==> src/dowc_cfg.svh <==
// offsets, field positions and reset values of the option loader
`ifndef DOWC_CFG_SVH
`define DOWC_CFG_SVH
// ---------------------------------------
// register byte offsets
// ---------------------------------------
`define DOWC_OFS_DEVOPT 8'h00
`define DOWC_OFS_WDT    8'h04
`define DOWC_OFS_CTRL   8'h08
`define DOWC_OFS_STAT   8'h0C
// ---------------------------------------
// field positions and values
// ---------------------------------------
`define DOWC_CTRL_ALT    0
`define DOWC_CTRL_RELOAD 1
`define DOWC_WORD_RST    32'hFFFFFFFF
`define DOWC_DEVOPT_RSV  32'h00003FE7
`define DOWC_WDT_RSV     32'hFFFF0000
`define DOWC_PS_MAX      5'h14
`define DOWC_IDX_DEVOPT  1'h0
`define DOWC_IDX_WDT     1'h1
`endif

==> src/dowc_pkg.sv <==
// types of the option loader
package dowc_pkg;
   // ---------------------------------------
   // decoded words
   // ---------------------------------------
   typedef enum logic [1:0] {
      DOWC_CLK_SYS  = 2'h0,
      DOWC_CLK_RSV  = 2'h1,
      DOWC_CLK_FAST = 2'h2,
      DOWC_CLK_LOW  = 2'h3
   } dowc_clk_t;
   typedef struct packed {
      logic [15:0] user_identifier_value;
      logic        bus_power_pin_owner;
      logic        id_pin_owner;
      logic [8:0]  rsv_hi;
      logic        alternate_i2c_location;
      logic        secondary_osc_power;
      logic [2:0]  rsv_lo;
   } dowc_devopt_t;
   typedef struct packed {
      logic [15:0] rsv;
      logic        watchdog_enable_bit;
      dowc_clk_t   run_clock_select;
      logic [4:0]  run_postscale;
      logic        window_disable;
      logic [1:0]  window_size_field;
      logic [4:0]  sleep_postscale;
   } dowc_wdt_t;
endpackage
==> src/dowc_loader.sv <==
// loader and decoder of the device-options and watchdog words
// Functional notes
// [RL1] upper 16 bits of options word: user id, read back unchanged
// [RL2] bus-power pin owner 1: USB drives enable pin; 0: port logic
// [RL3] ID pin owner 1: USB controls ID pin; 0: port logic
// [RL4] programmer writes ones into options bits 13-5 and 2-0
// [RL5] alternate I2C bit 1: default pins; 0: alternate pin pair
// [RL6] oscillator power bit 1: normal power; 0: high power
// [RL7] watchdog enable bit enables the watchdog
// [RL8] clock select 11 low-power RC, 10 fast RC, 00 system clock
// [RL9] run postscale divides by 2^code, codes 10100 up give maximum
// [RL10] window disable 1: non-windowed; 0: windowed operation
// [RL11] programmer writes ones into watchdog word bits 31-16
// [RL12] sleep postscale sets sleep ratio, same mapping as run
// [RL13] window size field applies only while windowed
`timescale 1ns/1ps
`default_nettype none
`include "dowc_cfg.svh"
module dowc_loader
   import dowc_pkg::*;
(
   // clock and reset
   input  wire logic        pclk,
   input  wire logic        presetn,
   // apb slave
   input  wire logic        psel,
   input  wire logic        penable,
   input  wire logic        pwrite,
   input  wire logic [7:0]  paddr,
   input  wire logic [31:0] pwdata,
   output logic [31:0]      prdata,
   output logic             pready,
   output logic             pslverr,
   // nonvolatile word fetch
   output logic             nv_req,
   output logic [1:0]       nv_index,
   input  wire logic        nv_valid,
   input  wire logic [31:0] nv_rdata,
   // bus-power enable pin
   input  wire logic        usb_vbus_on,
   input  wire logic        port_vbus_out,
   input  wire logic        port_vbus_oe,
   output logic             vbus_pin_o,
   output logic             vbus_pin_oe,
   // otg id pin
   input  wire logic        otg_id_pin_i,
   input  wire logic        port_id_out,
   input  wire logic        port_id_oe,
   output logic             otg_id_pin_o,
   output logic             otg_id_pin_oe,
   output logic             usb_id_in,
   output logic             port_id_in,
   // i2c lines, bit 0 data, bit 1 clock
   input  wire logic [1:0]  i2c_pull_low,
   input  wire logic [1:0]  dflt_pin_i,
   input  wire logic [1:0]  alt_pin_i,
   output logic [1:0]       dflt_pin_o,
   output logic [1:0]       dflt_pin_oe,
   output logic [1:0]       alt_pin_o,
   output logic [1:0]       alt_pin_oe,
   output logic [1:0]       i2c_line_in,
   // oscillator and watchdog
   output logic             secondary_oscillator_high_power,
   input  wire logic        sleep_mode,
   input  wire logic        low_power_rc_oscillator_tick,
   input  wire logic        frc_tick,
   output logic             wdt_enable,
   output logic             wdt_windowed,
   output logic [1:0]       wdt_window_size,
   output logic             wdt_post_tick
);

   // ---------------------------------------
   // loader state
   // ---------------------------------------
   typedef enum logic [1:0] {
      LD_IDLE,
      LD_REQ,
      LD_WAIT
   } dowc_ld_t;

   dowc_ld_t     ld_q;
   dowc_ld_t     ld_d;
   logic         word_q;
   logic         loaded_q;
   logic         alt_q;
   logic         reload_q;
   dowc_devopt_t dev_q;
   dowc_wdt_t    wdt_q;
   logic         nv_req_q;

   // ---------------------------------------
   // apb decode
   // ---------------------------------------
   wire logic setup_ph = psel & ~penable;
   wire logic access_ph = psel & penable & pready;
   wire logic hit_dev = paddr == `DOWC_OFS_DEVOPT;
   wire logic hit_wdt = paddr == `DOWC_OFS_WDT;
   wire logic hit_ctl = paddr == `DOWC_OFS_CTRL;
   wire logic hit_sts = paddr == `DOWC_OFS_STAT;
   wire logic hit_any = hit_dev | hit_wdt | hit_ctl | hit_sts;
   wire logic bad_req = ~hit_any | (pwrite & ~hit_ctl);
   wire logic ctl_wr = access_ph & pwrite & hit_ctl & ~pslverr;
   wire logic busy = ld_q != LD_IDLE;

   // reserved bits all ones in both words
   wire logic rsv_ok =
      ((dev_q & `DOWC_DEVOPT_RSV) == `DOWC_DEVOPT_RSV) & // RL4
      ((wdt_q & `DOWC_WDT_RSV) == `DOWC_WDT_RSV);        // RL11

   wire logic [31:0] stat_word =
      {28'h0000000, rsv_ok, alt_q, busy, loaded_q};
   wire logic [31:0] ctl_word = {31'h00000000, alt_q};

   // read data mux
   wire logic [31:0] rd_mux =
      hit_dev ? dev_q :                                  // RL1
      hit_wdt ? wdt_q :
      hit_ctl ? ctl_word :
      hit_sts ? stat_word : 32'h00000000;

   // answer set up in the setup cycle, zero wait states
   always_ff @(posedge pclk or negedge presetn) begin
      if (!presetn) begin
         prdata  <= 32'h00000000;
         pready  <= 1'b0;
         pslverr <= 1'b0;
      end else if (setup_ph) begin
         prdata  <= pwrite ? 32'h00000000 : rd_mux;
         pready  <= 1'b1;
         pslverr <= bad_req;
      end else begin
         pready  <= 1'b0;
         pslverr <= 1'b0;
      end
   end

   // ---------------------------------------
   // control register
   // ---------------------------------------
   wire logic go = ld_q == LD_IDLE;

   // bank select and reload request
   always_ff @(posedge pclk or negedge presetn) begin
      if (!presetn) begin
         alt_q    <= 1'b0;
         reload_q <= 1'b1;
      end else if (ctl_wr) begin
         alt_q    <= pwdata[`DOWC_CTRL_ALT];
         reload_q <= pwdata[`DOWC_CTRL_RELOAD] | (reload_q & ~go);
      end else if (go) begin
         reload_q <= 1'b0;
      end
   end

   // ---------------------------------------
   // word fetch sequence
   // ---------------------------------------
   always_comb begin
      ld_d = ld_q;
      case (ld_q)
         LD_IDLE: begin
            if (reload_q)
               ld_d = LD_REQ;
         end
         LD_REQ: begin
            ld_d = LD_WAIT;
         end
         LD_WAIT: begin
            if (nv_valid)
               ld_d = (word_q == `DOWC_IDX_WDT) ? LD_IDLE : LD_REQ;
         end
         default: begin
            ld_d = LD_IDLE;
         end
      endcase
   end

   wire logic take = (ld_q == LD_WAIT) & nv_valid;

   // state, word pointer and request strobe
   always_ff @(posedge pclk or negedge presetn) begin
      if (!presetn) begin
         ld_q     <= LD_IDLE;
         word_q   <= `DOWC_IDX_DEVOPT;
         nv_req_q <= 1'b0;
         loaded_q <= 1'b0;
      end else begin
         ld_q     <= ld_d;
         nv_req_q <= ld_d == LD_REQ && ld_q != LD_REQ;
         if (go && reload_q)
            word_q <= `DOWC_IDX_DEVOPT;
         else if (take)
            word_q <= `DOWC_IDX_WDT;
         if (take && word_q == `DOWC_IDX_WDT)
            loaded_q <= 1'b1;
      end
   end

   // fetched words, erased value until loaded
   always_ff @(posedge pclk or negedge presetn) begin
      if (!presetn) begin
         dev_q <= `DOWC_WORD_RST;
         wdt_q <= `DOWC_WORD_RST;
      end else if (take) begin
         if (word_q == `DOWC_IDX_WDT)
            wdt_q <= nv_rdata;
         else
            dev_q <= nv_rdata;
      end
   end

   assign nv_req   = nv_req_q;
   assign nv_index = {alt_q, word_q};

   // ---------------------------------------
   // pin input synchronisers
   // ---------------------------------------
   logic [4:0] pin_s1_q;
   logic [4:0] pin_s2_q;

   always_ff @(posedge pclk or negedge presetn) begin
      if (!presetn) begin
         pin_s1_q <= 5'h1F;
         pin_s2_q <= 5'h1F;
      end else begin
         pin_s1_q <= {otg_id_pin_i, alt_pin_i, dflt_pin_i};
         pin_s2_q <= pin_s1_q;
      end
   end

   wire logic [1:0] dflt_s = pin_s2_q[1:0];
   wire logic [1:0] alt_s  = pin_s2_q[3:2];
   wire logic       id_s   = pin_s2_q[4];

   // ---------------------------------------
   // usb pin ownership
   // ---------------------------------------
   wire logic vb_own = dev_q.bus_power_pin_owner;
   wire logic id_own = dev_q.id_pin_owner;

   always_ff @(posedge pclk or negedge presetn) begin
      if (!presetn) begin
         vbus_pin_o    <= 1'b0;
         vbus_pin_oe   <= 1'b0;
         otg_id_pin_o  <= 1'b0;
         otg_id_pin_oe <= 1'b0;
         usb_id_in     <= 1'b1;
         port_id_in    <= 1'b1;
      end else begin
         vbus_pin_o    <= vb_own ? usb_vbus_on : port_vbus_out; // RL2
         vbus_pin_oe   <= vb_own | port_vbus_oe;               // RL2
         otg_id_pin_o  <= port_id_out;
         otg_id_pin_oe <= ~id_own & port_id_oe;                // RL3
         usb_id_in     <= id_own ? id_s : 1'b1;                // RL3
         port_id_in    <= id_s;
      end
   end

   // ---------------------------------------
   // i2c pin routing, open drain
   // ---------------------------------------
   wire logic use_dflt = dev_q.alternate_i2c_location;

   genvar g;
   generate
      for (g = 0; g < 2; g++) begin : g_line
         // route each line to one pin pair
         always_ff @(posedge pclk or negedge presetn) begin
            if (!presetn) begin
               dflt_pin_o[g]  <= 1'b0;
               alt_pin_o[g]   <= 1'b0;
               dflt_pin_oe[g] <= 1'b0;
               alt_pin_oe[g]  <= 1'b0;
               i2c_line_in[g] <= 1'b1;
            end else begin
               dflt_pin_o[g]  <= 1'b0;
               alt_pin_o[g]   <= 1'b0;
               dflt_pin_oe[g] <= use_dflt & i2c_pull_low[g];  // RL5
               alt_pin_oe[g]  <= ~use_dflt & i2c_pull_low[g]; // RL5
               i2c_line_in[g] <= use_dflt ? dflt_s[g] : alt_s[g];
            end
         end
      end
   endgenerate

   // ---------------------------------------
   // oscillator and watchdog settings
   // ---------------------------------------
   wire logic wdt_on = wdt_q.watchdog_enable_bit;
   wire logic win_on = ~wdt_q.window_disable;

   always_ff @(posedge pclk or negedge presetn) begin
      if (!presetn) begin
         secondary_oscillator_high_power <= 1'b0;
         wdt_enable      <= 1'b0;
         wdt_windowed    <= 1'b0;
         wdt_window_size <= 2'h0;
      end else begin
         secondary_oscillator_high_power <= ~dev_q.secondary_osc_power; // RL6
         wdt_enable      <= loaded_q & wdt_on;          // RL7
         wdt_windowed    <= win_on;                     // RL10
         wdt_window_size <= win_on ?                    // RL13
                            wdt_q.window_size_field : 2'h0;
      end
   end

   // ---------------------------------------
   // watchdog clock select and postscaler
   // ---------------------------------------
   logic wdt_tick;

   always_comb begin
      wdt_tick = 1'b1;
      if (sleep_mode)
         wdt_tick = low_power_rc_oscillator_tick;
      else
         case (wdt_q.run_clock_select)          // RL8
            DOWC_CLK_LOW:  wdt_tick = low_power_rc_oscillator_tick;
            DOWC_CLK_FAST: wdt_tick = frc_tick;
            default:       wdt_tick = 1'b1;
         endcase
   end

   // run or sleep code, saturated at the largest ratio
   wire logic [4:0] ps_code = sleep_mode ?
      wdt_q.sleep_postscale : wdt_q.run_postscale;  // RL12
   wire logic [4:0] ps_exp = (ps_code > `DOWC_PS_MAX) ?
      `DOWC_PS_MAX : ps_code;                       // RL9
   wire logic [19:0] ps_lim = ~(20'hFFFFF << ps_exp); // RL9

   logic [19:0] ps_cnt_q;

   // one output pulse every 2^exp selected ticks
   always_ff @(posedge pclk or negedge presetn) begin
      if (!presetn) begin
         ps_cnt_q      <= 20'h00000;
         wdt_post_tick <= 1'b0;
      end else if (!(loaded_q && wdt_on)) begin
         ps_cnt_q      <= 20'h00000;
         wdt_post_tick <= 1'b0;
      end else if (wdt_tick) begin
         wdt_post_tick <= ps_cnt_q >= ps_lim;
         ps_cnt_q      <= (ps_cnt_q >= ps_lim) ?
                          20'h00000 : ps_cnt_q + 20'h00001;
      end else begin
         wdt_post_tick <= 1'b0;
      end
   end

endmodule
`default_nettype wire

==> config.mk <==
export PLATFORM = sky130hd
export DESIGN_NAME = dowc_loader
export DESIGN_NICKNAME = d
export VERILOG_FILES = /design/src/dowc_pkg.sv /design/src/dowc_loader.sv
export VERILOG_INCLUDE_DIRS = /design/src
export SDC_FILE = /design/constraint.sdc
export NUM_CORES = 1
export LEC_CHECK = 0
export ABC_AREA = 1
export BUFFER_PORTS_ARGS = -buffer_cell sky130_fd_sc_hd__buf_4
export CORE_AREA = 4 4 135 150
export CTS_CLUSTER_DIAMETER = 60
export DETAILED_ROUTE_END_ITERATION = 8
export DIE_AREA = 0 0 139 154
export GPL_TIMING_DRIVEN = 0
export PLACE_DENSITY = 0.71
export SLEW_MARGIN = 25
export SYNTH_ARGS = -nofsm -noshare
export SYNTH_HDL_FRONTEND = slang
export SYNTH_SLANG_ARGS = --single-unit
==> constraint.sdc <==
create_clock -name pclk -period 2.5 [get_ports pclk]
set_input_delay 0.125 -clock pclk [delete_from_list [all_inputs] [get_ports pclk]]
set_output_delay 0.125 -clock pclk [all_outputs]
set_load 0.02 [all_outputs]
==> results of run 1 <==
[cells in the final DEF (no fill, tap or decap), types with 4 or more instances in the layout]
cell type	netlist	routed
inv_2	7	12
nand3_1	16	16
a22o_1	26	26
nand2_1	255	246
o21ai_0	75	75
clkbuf_16	0	17
o21ai_1	15	13
dfrtp_1	74	74
o21ai_4	0	5
buf_2	9	9
clkbuf_1	16	17
buf_4	9	147
nand4_1	20	20
nor2_1	62	49
nor3_1	6	6
buf_6	2	6
nor2_2	4	14
nand2_2	1	8
conb_1	1	4
dlygate4sd3_1	0	49
dfstp_2	79	79
ha_1	21	19
xor2_1	6	6
a21oi_1	15	12
inv_1	91	86
inv_6	0	5
[sequential cells by signal, summed over array words and instances, names as in the netlist, 2 cells and up]
signal / flops
alt_pin_oe: 2
dflt_pin_oe: 2
i2c_line_in: 2
dev_q: 29
wdt_q: 31
prdata: 32
ld_q: 2
ps_cnt_q: 20
pin_s1_q: 5
pin_s2_q: 5
wdt_window_size: 2
[worst max-delay path, cell delays in order, from the launching register on]
cell and delay, ps:
dfstp_2 540, inv_2 60, o21ai_4 180, nor2_4 50
nor2_2 130, nor2_2 70, nor2_1 120, nor2_2 80
nand2_2 90, nand2_2 80, ha_4 270, nand2_1 80
nor2_4 120, nand2_2 70, nor2_2 120, nand2_1 60
nand4_1 120, nand2_1 100, nand2_2 130, buf_6 140
nor2_1 40
[area by class of cell]
class	instances	area (sq um)
fill	1735	8900
sequential	153	3930
multi-input combinational	555	2960
timing repair buffer	193	1610
clock buffer	18	429
inverter	98	368
tap	247	309
buffer	36	199
clock inverter	14	131
[worst max-delay path by stage]
stage / end / slack, ps / cells after the start
finish: ps_cnt_q[5] / -270 / 20
global route: ps_cnt_q[5] / -410 / 20
CTS: ps_cnt_q[5] / -210 / 20
detailed placement: ps_cnt_q[8] / -430 / 20
global placement: ps_cnt_q[6] / -390 / 20
floorplan: ps_cnt_q[11] / 10 / 20
[synth_stat cells, drive strengths merged (3+ instances only)]
cell type,count
xor2,6
dfrtp,74
a21oi,15
dfstp,79
buf,20
nor4,3
nand3,16
nand2,256
inv,98
or2,6
ha,21
nand4,21
o22ai,3
clkbuf,16
xnor2,3
o21ai,93
nor3,6
a22o,26
nor2,66
[power groups by stage]
stage	clock network [mW]	registers, mW	logic, mW
global placement	0	3.52	1.39
finish	2.45	3.52	1.96
global route	2.58	3.58	2.18
CTS	2.48	3.50	1.69
detailed placement	0	3.54	1.44
floorplan	0	3.53	0.877
[cells by family (layout without fill, tap and decap cells)]
group           after synthesis  in the layout
fa+ha+maj                    21             21
flops                       153            153
simple gates                375            375
compound gates              146            146
other cells                   1              4
xor+xnor                      9              9
buf+inv                     134            359
[stage by stage]
stage | area (sq um) | cells | TNS, ps
after floorplan | 7270 | 842 | 0
after global placement | 8450 | 1205 | -5180
after detailed placement | 8480 | 1206 | -6020
after CTS | 9730 | 1307 | -3110
after global routing | 9930 | 1314 | -6850
final | 9930 | 1314 | -4040
[routing by layer]
layer / track usage / vias up / share of wire
met2: 0.313 / 214 / 0.50
met1: 0.237 / 3069 / 0.42
met4: 0.0662 / 0 / 0.024
li1: - / 3133 / -
met5: 0 / - / 0
met3: 0.0342 / 44 / 0.055
[repair_timing]
action | in CTS | in global routing
gates resized for setup | 16 | 39
cloned | 1 | 0
hold buffers | 49 | 0
buffers inserted | 20 | 9
endpoints found under the hold margin | 129 | 0
endpoints found under the setup margin | 21 | 21
pin swaps | 13 | 20
==> run summary, run 1 <==
LEAKAGE -> 4.85 nW
Pwr Density -> 798 nW/um^2
startpoint types -> flip-flop
clk_lat worst skew -> 430 ps
switching pwr -> 2.57 mW
clk root buf -> clkbuf_16
Hold Crit Start -> nv_rdata[10]
Starting Density -> 0.385
P&R area growth vs syn -> 37.0%
clk sinks -> 153
Synth top area share -> 0.286
Worst IR Drop VDD -> 0.554 mV
depth of the CTS H-tree -> 4
Data required, critical path -> 2810 ps
mux cell area share after synthesis -> 0
main combinational cell family by area after synthesis -> simple AND/OR/NAND/NOR gates
worst-path fanout max -> 5
Vias -> 6460
Total Wirelength -> 20.1 mm
status -> finished with violations
largest net degree at the start of global routing -> 86
io pins -> 152
WL per Instance -> 15.3 um
fmax -> 361 MHz
count of cell types in the netlist -> 40
total track usage -> 0.185
Clock transition at path regs -> 60 ps
#FFs+latches synth -> 153
Post-synth ARST share -> 1.00
RR Startpoint -> wdt_q[9]
xor/xnor share of the synthesized area -> 0.0109
Placer Congestion -> 0.884
reg2reg setup slack -> -270 ps
CTS Buffer Depth -> 2
core footprint -> 18800 sq um
failing checks -> negative setup slack
Sw Share -> 0.324
CTS tree -> built
Tot Pwr -> 7.93 mW
Syn Std Cell Area -> 7250 sq um
n_diodes -> 0
final slew viol count -> 0
DP Worst Slack -> -431 ps
crit path kind -> flip-flop to flip-flop
worst slew pin tran -> 688 ps
fin nets -> 1168
crit share post-route -> 1.11
layout cells sized above 1 -> 0.311
Cell Int Power -> 5.36 mW
vias per cell -> 4.92
EDFF count, synth -> 0
hold crit path type -> input pin to flip-flop
worst hold stages -> 3
first-pass GRT wire length -> 32.0 mm
global route total overflow -> 0
Worst EP arrival -> 3080 ps
Final min period -> 2770 ps
Port Buffers -> 116
1st-pass router iterations -> 5
cell taking the most area after synthesis -> dfstp_2
Comb pwr share -> 0.247
Clock power frac -> 0.309
unrepaired setup endpoints after global routing -> yes
CTS buffer count -> 17
Reg-to-Reg End -> ps_cnt_q[5]
Mapped Avg Cell Area -> 8.64 sq um
Yosys warnings -> 0
Fin. Hold Viols -> 0
adder-cell share of the synthesized area -> 0.0362
Residual DRC -> 0
Post-Route Utilization -> 0.527
Rel. slew slack -> 0.537
Hold Path End -> wdt_q[10]
Die Y -> 154 um
final setup margin -> -273 ps
setup violators final -> 16
Synth Area in Simple Gates -> 0.213
number of global-route vias before repair -> 6351
Setup crit start -> wdt_q[9]
# rows -> 53
DP Wirelength -> 13.8 mm
Setup crit end kind -> flip-flop
sequential power share -> 0.444
Initial DRC Count -> 380
DIE WIDTH -> 139 um
remaining antenna violation count -> 0
largest cells by area after synthesis -> dfstp_2, dfrtp_1, nand2_1
initial antenna violation count -> 0
Max Cap Viol -> 0
post-synthesis cell count -> 839
compound-gate portion of the synthesized area -> 0.120
Seq/Total Area, Yosys -> 0.542
Die Area -> 21400 sq um
final hold slack -> 17.9 ps
Top FF cell, synth -> dfstp_2
Reg2Reg Depth -> 20
clock skew -> 7.40 ps
(Power assumes the default switching activity.)
==> inputs of run 2 (changes only) <==
--- a/config.mk
+++ b/config.mk
@@ -12,7 +12,6 @@
 export CTS_CLUSTER_DIAMETER = 60
 export DETAILED_ROUTE_END_ITERATION = 8
 export DIE_AREA = 0 0 139 154
-export GPL_TIMING_DRIVEN = 0
 export PLACE_DENSITY = 0.71
 export SLEW_MARGIN = 25
 export SYNTH_ARGS = -nofsm -noshare
==> run 2 against run 1 <==
Effect of this change:
- critical path type unchanged
- the flow still finishes with violations (negative setup slack)
- sequential cell count did not move
- register-to-register slack improved by 120 ps
- sequential power barely moved
- largest power group unchanged
- critical endpoint is now ps_cnt_q[4]
- clock power is 8% higher
- first-iteration DRC count is 3.9% higher
==> run summary, run 2 (same netlist as run 1, synthesis figures left out) <==
status -> finished with violations
failing checks -> negative setup slack
CP bufs+invs -> 4 (+2)
Worst EP arrival -> 2970 ps (-110 ps)
1st-pass router iterations -> 6 (+1)
cells along the critical path -> nand2_1, o21ai_4, nor2_2, nor2_2, buf_4, buf_4, buf_4, a21oi_2, ha_1, nand2_1, nor2_2, nand2_2, nor2_2, nand2_1, nand4_1, nand2_1, nand2_2, clkbuf_16, nor2_1
number of global-route vias before repair -> 5964 (-6.1%)
Clock power frac -> 0.329 (+0.020)
Clock transition at path regs -> 60 ps (about the same)
fill cell count -> 1712 (-1.3%)
Total Wirelength -> 18.5 mm (-7.7%)
DIE WIDTH -> 139 um (unchanged)
crit path kind -> flip-flop to flip-flop
DP Wirelength -> 12.8 mm (-7.3%)
Comb pwr share -> 0.235 (-0.012)
io pins -> 152 (unchanged)
Rel. slew slack -> 0.521 (-0.0163)
depth of the CTS H-tree -> 4 (unchanged)
clk sinks -> 153 (unchanged)
CTS tree -> built
Worst IR Drop VDD -> 0.572 mV (+3.1%)
crit share post-route -> 1.06 (-0.0476)
Post-Layout Inst Area -> 9890 sq um (-0.39%)
unrepaired setup endpoints after global routing -> yes
remaining antenna violation count -> 0 (unchanged)
largest net degree at the start of global routing -> 67 (-22%)
Setup crit end kind -> flip-flop
Largest regs -> prdata (32), wdt_q (31), dev_q (29)
Vias -> 6254 (-3.2%)
P&R area growth vs syn -> 36.5%
CTS buffer count -> 17 (unchanged)
hold crit path type -> input pin to flip-flop
clk root buf -> clkbuf_16
clk_lat worst skew -> 430 ps (about the same)
switching pwr -> 2.46 mW (-4.3%)
crit-path max cell delay -> 540 ps (about the same)
Sw Share -> 0.306 (-0.0177)
WL per Instance -> 14.3 um (-6.1%)
final slew viol count -> 0 (unchanged)
clock skew -> 14.2 ps (+6.83 ps)
first-pass GRT wire length -> 29.9 mm (-6.3%)
Final min period -> 2650 ps (-119 ps)
Fin. Hold Viols -> 0 (unchanged)
fin nets -> 1146 (-1.9%)
setup violators final -> 15 (-1)
CTS Buffer Depth -> 2 (unchanged)
Biggest register -> prdata
Pwr Density -> 811 nW/um^2 (+1.7%)
core footprint -> 18800 sq um (unchanged)
vias per cell -> 4.84 (-1.5%)
initial antenna violation count -> 1 (+1)
most frequent cells in the layout -> nand2_1, buf_4, inv_1
Starting Density -> 0.385 (unchanged)
layout cells sized above 1 -> 0.305 (-0.00589)
Max Cap Viol -> 0 (unchanged)
n_diodes -> 0 (unchanged)
final setup margin -> -154 ps (+119 ps)
global route total overflow -> 0 (unchanged)
Initial DRC Count -> 395 (+3.9%)
Final Non-Filler Cells -> 1292 (-1.7%)
DP Worst Slack -> -203 ps (+228 ps)
Residual DRC -> 0 (unchanged)
Die Area -> 21400 sq um (unchanged)
fmax -> 377 MHz (+4.5%)
startpoint types -> flip-flop
sequential power share -> 0.436 (-0.008)
LEAKAGE -> 4.83 nW (-0.48%)
Slowest cell on crit path -> dfstp_2
worst-path fanout max -> 7 (+2)
worst slew pin tran -> 713 ps (+24.2 ps)
Data required, critical path -> 2820 ps (about the same)
cell count after placement -> 1200 (-0.50%)
max FFs per register -> 32 (unchanged)
Port Buffers -> 117 (+0.86%)
Placer Congestion -> 0.889 (+0.61%)
dpl cell area -> 8560 sq um (+0.90%)
most common cell after layout, fill and taps aside -> nand2_1
# rows -> 53 (unchanged)
total track usage -> 0.173 (-0.0117)
Cell Int Power -> 5.57 mW (+3.9%)
crit-path leading delay family -> simple AND/OR/NAND/NOR gates
Die Y -> 154 um (unchanged)
[run 2: changes by cell type in the layout (fill, tap and decap cells not counted), sizes merged]
cell	delta
bufinv	+2
clkinv	-2
inv	+1
clkinvlp	-1
dlygate4sd3	+3
buf	-10
clkbuf	-15
[run 2: layer usage]
metal	routed length (um)	vias to the layer above	track usage
met5	13	-	0
met4	281	2	0.0508
met3	725	24	0.0407
met2	9260	128	0.290
met1	8240	3016	0.224
li1	-	3084	-
[run 2: per-stage QoR]
| stage | power (mW) | TNS, ps | util | hold slack, ps |
|---|---|---|---|---|
| 6_report | 8.03 | -1980 | 0.525 | 116 |
| 2_1_floorplan | 4.40 | 0 | - | -171 |
| 5_1_grt | 8.50 | -4750 | 0.525 | 155 |
| 4_1_cts | 7.88 | -1610 | 0.516 | 61.3 |
| 3_3_place_gp | 5.06 | -1070 | 0.454 | 161 |
| 3_5_place_dp | 5.11 | -3030 | 0.454 | 163 |
[run 2: what timing repair did]
action | in CTS | in global routing
setup buffers | 4 | 4
hold endpoints to repair | 118 | 0
gates cloned | 0 | 1
gates resized for setup | 5 | 34
endpoints found under the setup margin | 20 | 21
pin swaps | 0 | 4
hold buffers | 52 | 0
[run 2: layout make-up]
class	count	area, sq um	share of cell area
Multi-Input combinational cell	555	2910	0.294
Clock buffer	18	429	0.0434
Clock inverter	14	176	0.0178
Tap cell	247	309	0.0312
Inverter	98	368	0.0372
Sequential cell	153	3930	0.397
Timing Repair Buffer	207	1770	0.179
[run 2: tightest hold or removal path: cells and delay by family]
family / cells / cell delay, ps
AND/OR/NAND/NOR: 2 / 230
buffers and inverters: 1 / 90
AO/OA/AOI/OAI: 1 / 80
[run 2: power by group through the flow]
stage	clock, mW	combinational (mW)	sequential (mW)
5_1_grt	2.81	2.13	3.56
6_report	2.64	1.89	3.50
4_1_cts	2.69	1.69	3.49
3_3_place_gp	0	1.55	3.51
2_1_floorplan	0	0.877	3.53
3_5_place_dp	0	1.59	3.52
[run 2: worst paths after layout]
kind | to | cells after the start | slack [ps] | from
min | reload_q | 4 | 120 | paddr[2]
max in group asynchronous | wdt_q[31] | 3 | 1420 | presetn
min reg2reg | pin_s2_q[4] | 0 | 360 | pin_s1_q[4]
max reg2reg | ps_cnt_q[4] | 19 | -150 | wdt_q[0]
min in group asynchronous | otg_id_pin_oe | 2 | 300 | presetn
max | ps_cnt_q[4] | 19 | -150 | wdt_q[0]
==> inputs of run 3 (changes only) <==
--- a/config.mk
+++ b/config.mk
@@ -8,11 +8,13 @@
 export LEC_CHECK = 0
 export ABC_AREA = 1
 export BUFFER_PORTS_ARGS = -buffer_cell sky130_fd_sc_hd__buf_4
+export CAP_MARGIN = 20
 export CORE_AREA = 4 4 135 150
 export CTS_CLUSTER_DIAMETER = 60
 export DETAILED_ROUTE_END_ITERATION = 8
 export DIE_AREA = 0 0 139 154
 export PLACE_DENSITY = 0.71
+export SETUP_SLACK_MARGIN = 0.15
 export SLEW_MARGIN = 25
 export SYNTH_ARGS = -nofsm -noshare
 export SYNTH_HDL_FRONTEND = slang
==> run 3 against run 2 <==
Effect of this change:
- the flow still finishes with violations (negative setup slack)
- utilization down 0.093 points
- non-clock buffer count down 1
- first-iteration DRC count up 16%
- die area unchanged
- largest cell class unchanged
- hold slack worse by 89 ps
- combinational power about the same
- cell area down 0.18%
- sequential cell count unchanged
==> run summary, run 3 (same netlist as run 1, synthesis figures left out) <==
Worst IR Drop VDD -> 0.556 mV (-2.7%)
clk root buf -> clkbuf_16
first-pass GRT wire length -> 31.0 mm (+3.4%)
most common cell after layout, fill and taps aside -> nand2_1
most frequent cells in the layout -> nand2_1, buf_4, inv_1
worst-path fanout max -> 7 (unchanged)
worst slew pin tran -> 657 ps (-55.6 ps)
Port Buffers -> 117 (unchanged)
max FFs per register -> 32 (unchanged)
Post-Route Utilization -> 0.524 (-0.000930)
Starting Density -> 0.385 (unchanged)
1st-pass router iterations -> 5 (-1)
total track usage -> 0.179 (+0.00584)
hold crit path type -> input pin to flip-flop
fill cell count -> 1705 (-0.41%)
final setup margin -> -184 ps (-29.8 ps)
Rel. slew slack -> 0.558 (+0.0374)
worst hold stages -> 3 (-1)
clk sinks -> 153 (unchanged)
crit path kind -> flip-flop to flip-flop
CTS buffer count -> 17 (unchanged)
crit share post-route -> 1.07 (+0.0119)
unrepaired setup endpoints after global routing -> yes
largest net degree at the start of global routing -> 66 (-1.5%)
LEAKAGE -> 4.81 nW (-0.27%)
# rows -> 53 (unchanged)
clk_lat worst skew -> 430 ps (about the same)
Initial DRC Count -> 459 (+16%)
global route total overflow -> 0 (unchanged)
Biggest register -> prdata
CTS tree -> built
Setup crit end kind -> flip-flop
core footprint -> 18800 sq um (unchanged)
failing checks -> negative setup slack
P&R area growth vs syn -> 36.2%
RR Startpoint -> wdt_q[3]
final hold slack -> 26.9 ps (-88.7 ps)
io pins -> 152 (unchanged)
final slew viol count -> 0 (unchanged)
WL per Instance -> 14.7 um (+2.5%)
Fin. Hold Viols -> 0 (unchanged)
DIE WIDTH -> 139 um (unchanged)
Residual DRC -> 0 (unchanged)
layout cells sized above 1 -> 0.309 (+0.00383)
reg2reg setup slack -> -180 ps (-30 ps)
Setup crit start -> wdt_q[3]
Pwr Density -> 810 nW/um^2 (-0.21%)
setup violators final -> 17 (+2)
status -> finished with violations
Hold Path End -> pslverr
initial antenna violation count -> 0 (-1)
CP bufs+invs -> 3 (-1)
Clock transition at path regs -> 70 ps (about the same)
DP Wirelength -> 12.8 mm (+0.34%)
Reg2Reg Depth -> 17 (-2)
number of global-route vias before repair -> 6225 (+4.4%)
Final min period -> 2680 ps (+29.8 ps)
crit-path leading delay family -> simple AND/OR/NAND/NOR gates
crit-path max cell delay -> 370 ps (-170 ps)
n_diodes -> 0 (unchanged)
Largest regs -> prdata (32), wdt_q (31), dev_q (29)
Fin Setup TNS -> -2590 ps (-613 ps)
Die Y -> 154 um (unchanged)
fmax -> 373 MHz (-1.1%)
Placer Congestion -> 0.873 (-1.8%)
startpoint types -> flip-flop
depth of the CTS H-tree -> 4 (unchanged)
Hold Crit Start -> paddr[2]
Worst EP arrival -> 3050 ps (+80 ps)
remaining antenna violation count -> 0 (unchanged)
Slowest cell on crit path -> dfstp_2
Die Area -> 21400 sq um (unchanged)
CTS Buffer Depth -> 2 (unchanged)
Max Cap Viol -> 0 (unchanged)
Reg-to-Reg End -> ps_cnt_q[9]
cells along the critical path -> or2_1, o21ai_2, inv_2, nor2_2, inv_1, buf_4, nor2_1, ha_1, nand2_1, nor2_2, nand2_1, nor2_1, nand2_1, nand4_1, nand2_2, nand2_4, nor2_1
Data required, critical path -> 2870 ps (+50 ps)
fin nets -> 1146 (unchanged)
clock skew -> 7.86 ps (-6.37 ps)
Vias -> 6336 (+1.3%)
vias per cell -> 4.90 (+1.3%)
Total Wirelength -> 19.0 mm (+2.5%)
==> run 3: changes by cell type in the layout (fill, tap and decap cells not counted), sizes merged <==
cell,previous run,this run
clkinv,2,6
dlygate4sd3,52,51
clkbuf,19,17
buf,154,155
bufinv,2,0
nand2,256,257
inv,107,106
==> run 3: power breakdown <==
group	switching (mW)	internal [mW]
Combinational	1.07	0.846
Clock	1.22	1.35
Sequential	0.317	3.19
Total	2.61	5.39
==> run 3: how the worst max path moves through the flow <==
stage / cells after the start / slack [ps] / end
detailed placement: 19 / -230 / ps_cnt_q[13]
global route: 19 / -290 / ps_cnt_q[15]
finish: 17 / -180 / ps_cnt_q[9]
CTS: 19 / -50 / ps_cnt_q[15]
global placement: 19 / -110 / ps_cnt_q[13]
floorplan: 20 / 60 / ps_cnt_q[11]
==> run 3: repair_timing <==
action,CTS,global route
gates resized for setup,21,23
buffers inserted,7,3
pin swaps,7,11
setup endpoints to repair,21,21
endpoints found under the hold margin,114,0
cloned,1,0
hold buffers,51,0
==> run 3: final cells by class <==
cell class	instances	area, sq um	share of cell area
Sequential cell	153	3930	0.398
Multi-Input combinational cell	556	2970	0.301
Inverter	98	368	0.0373
Tap cell	247	309	0.0313
Timing Repair Buffer	206	1700	0.172
Clock buffer	17	425	0.0431
Clock inverter	15	175	0.0177
==> run 3: layer usage <==
metal	global-route usage	wire, um	vias to the layer above
li1	-	-	3087
met1	0.222	8050	3018
met2	0.308	9530	204
met3	0.0389	1040	27
met4	0.0620	384	0
met5	0	0	-
==> run 3: through the flow <==
stage / instances / power, mW / setup slack [ps] / cell area, sq um
3_3_place_gp: 1198 / 5.04 / -105 / 8510
3_5_place_dp: 1198 / 5.10 / -228 / 8510
5_1_grt: 1292 / 8.43 / -290 / 9870
6_report: 1292 / 8.00 / -184 / 9870
2_1_floorplan: 842 / 4.42 / 61.1 / 7280
4_1_cts: 1289 / 7.87 / -50.6 / 9740
==> run 3: worst reg2reg max path: cells and delay by family, from the launching register on <==
family	cells	cell delay, ps
and+or+nand+nor	12	1470
buffers and inverters	3	400
DFF	1	370
adders and majority gates	1	290
AOI/OAI and AO/OA	1	90
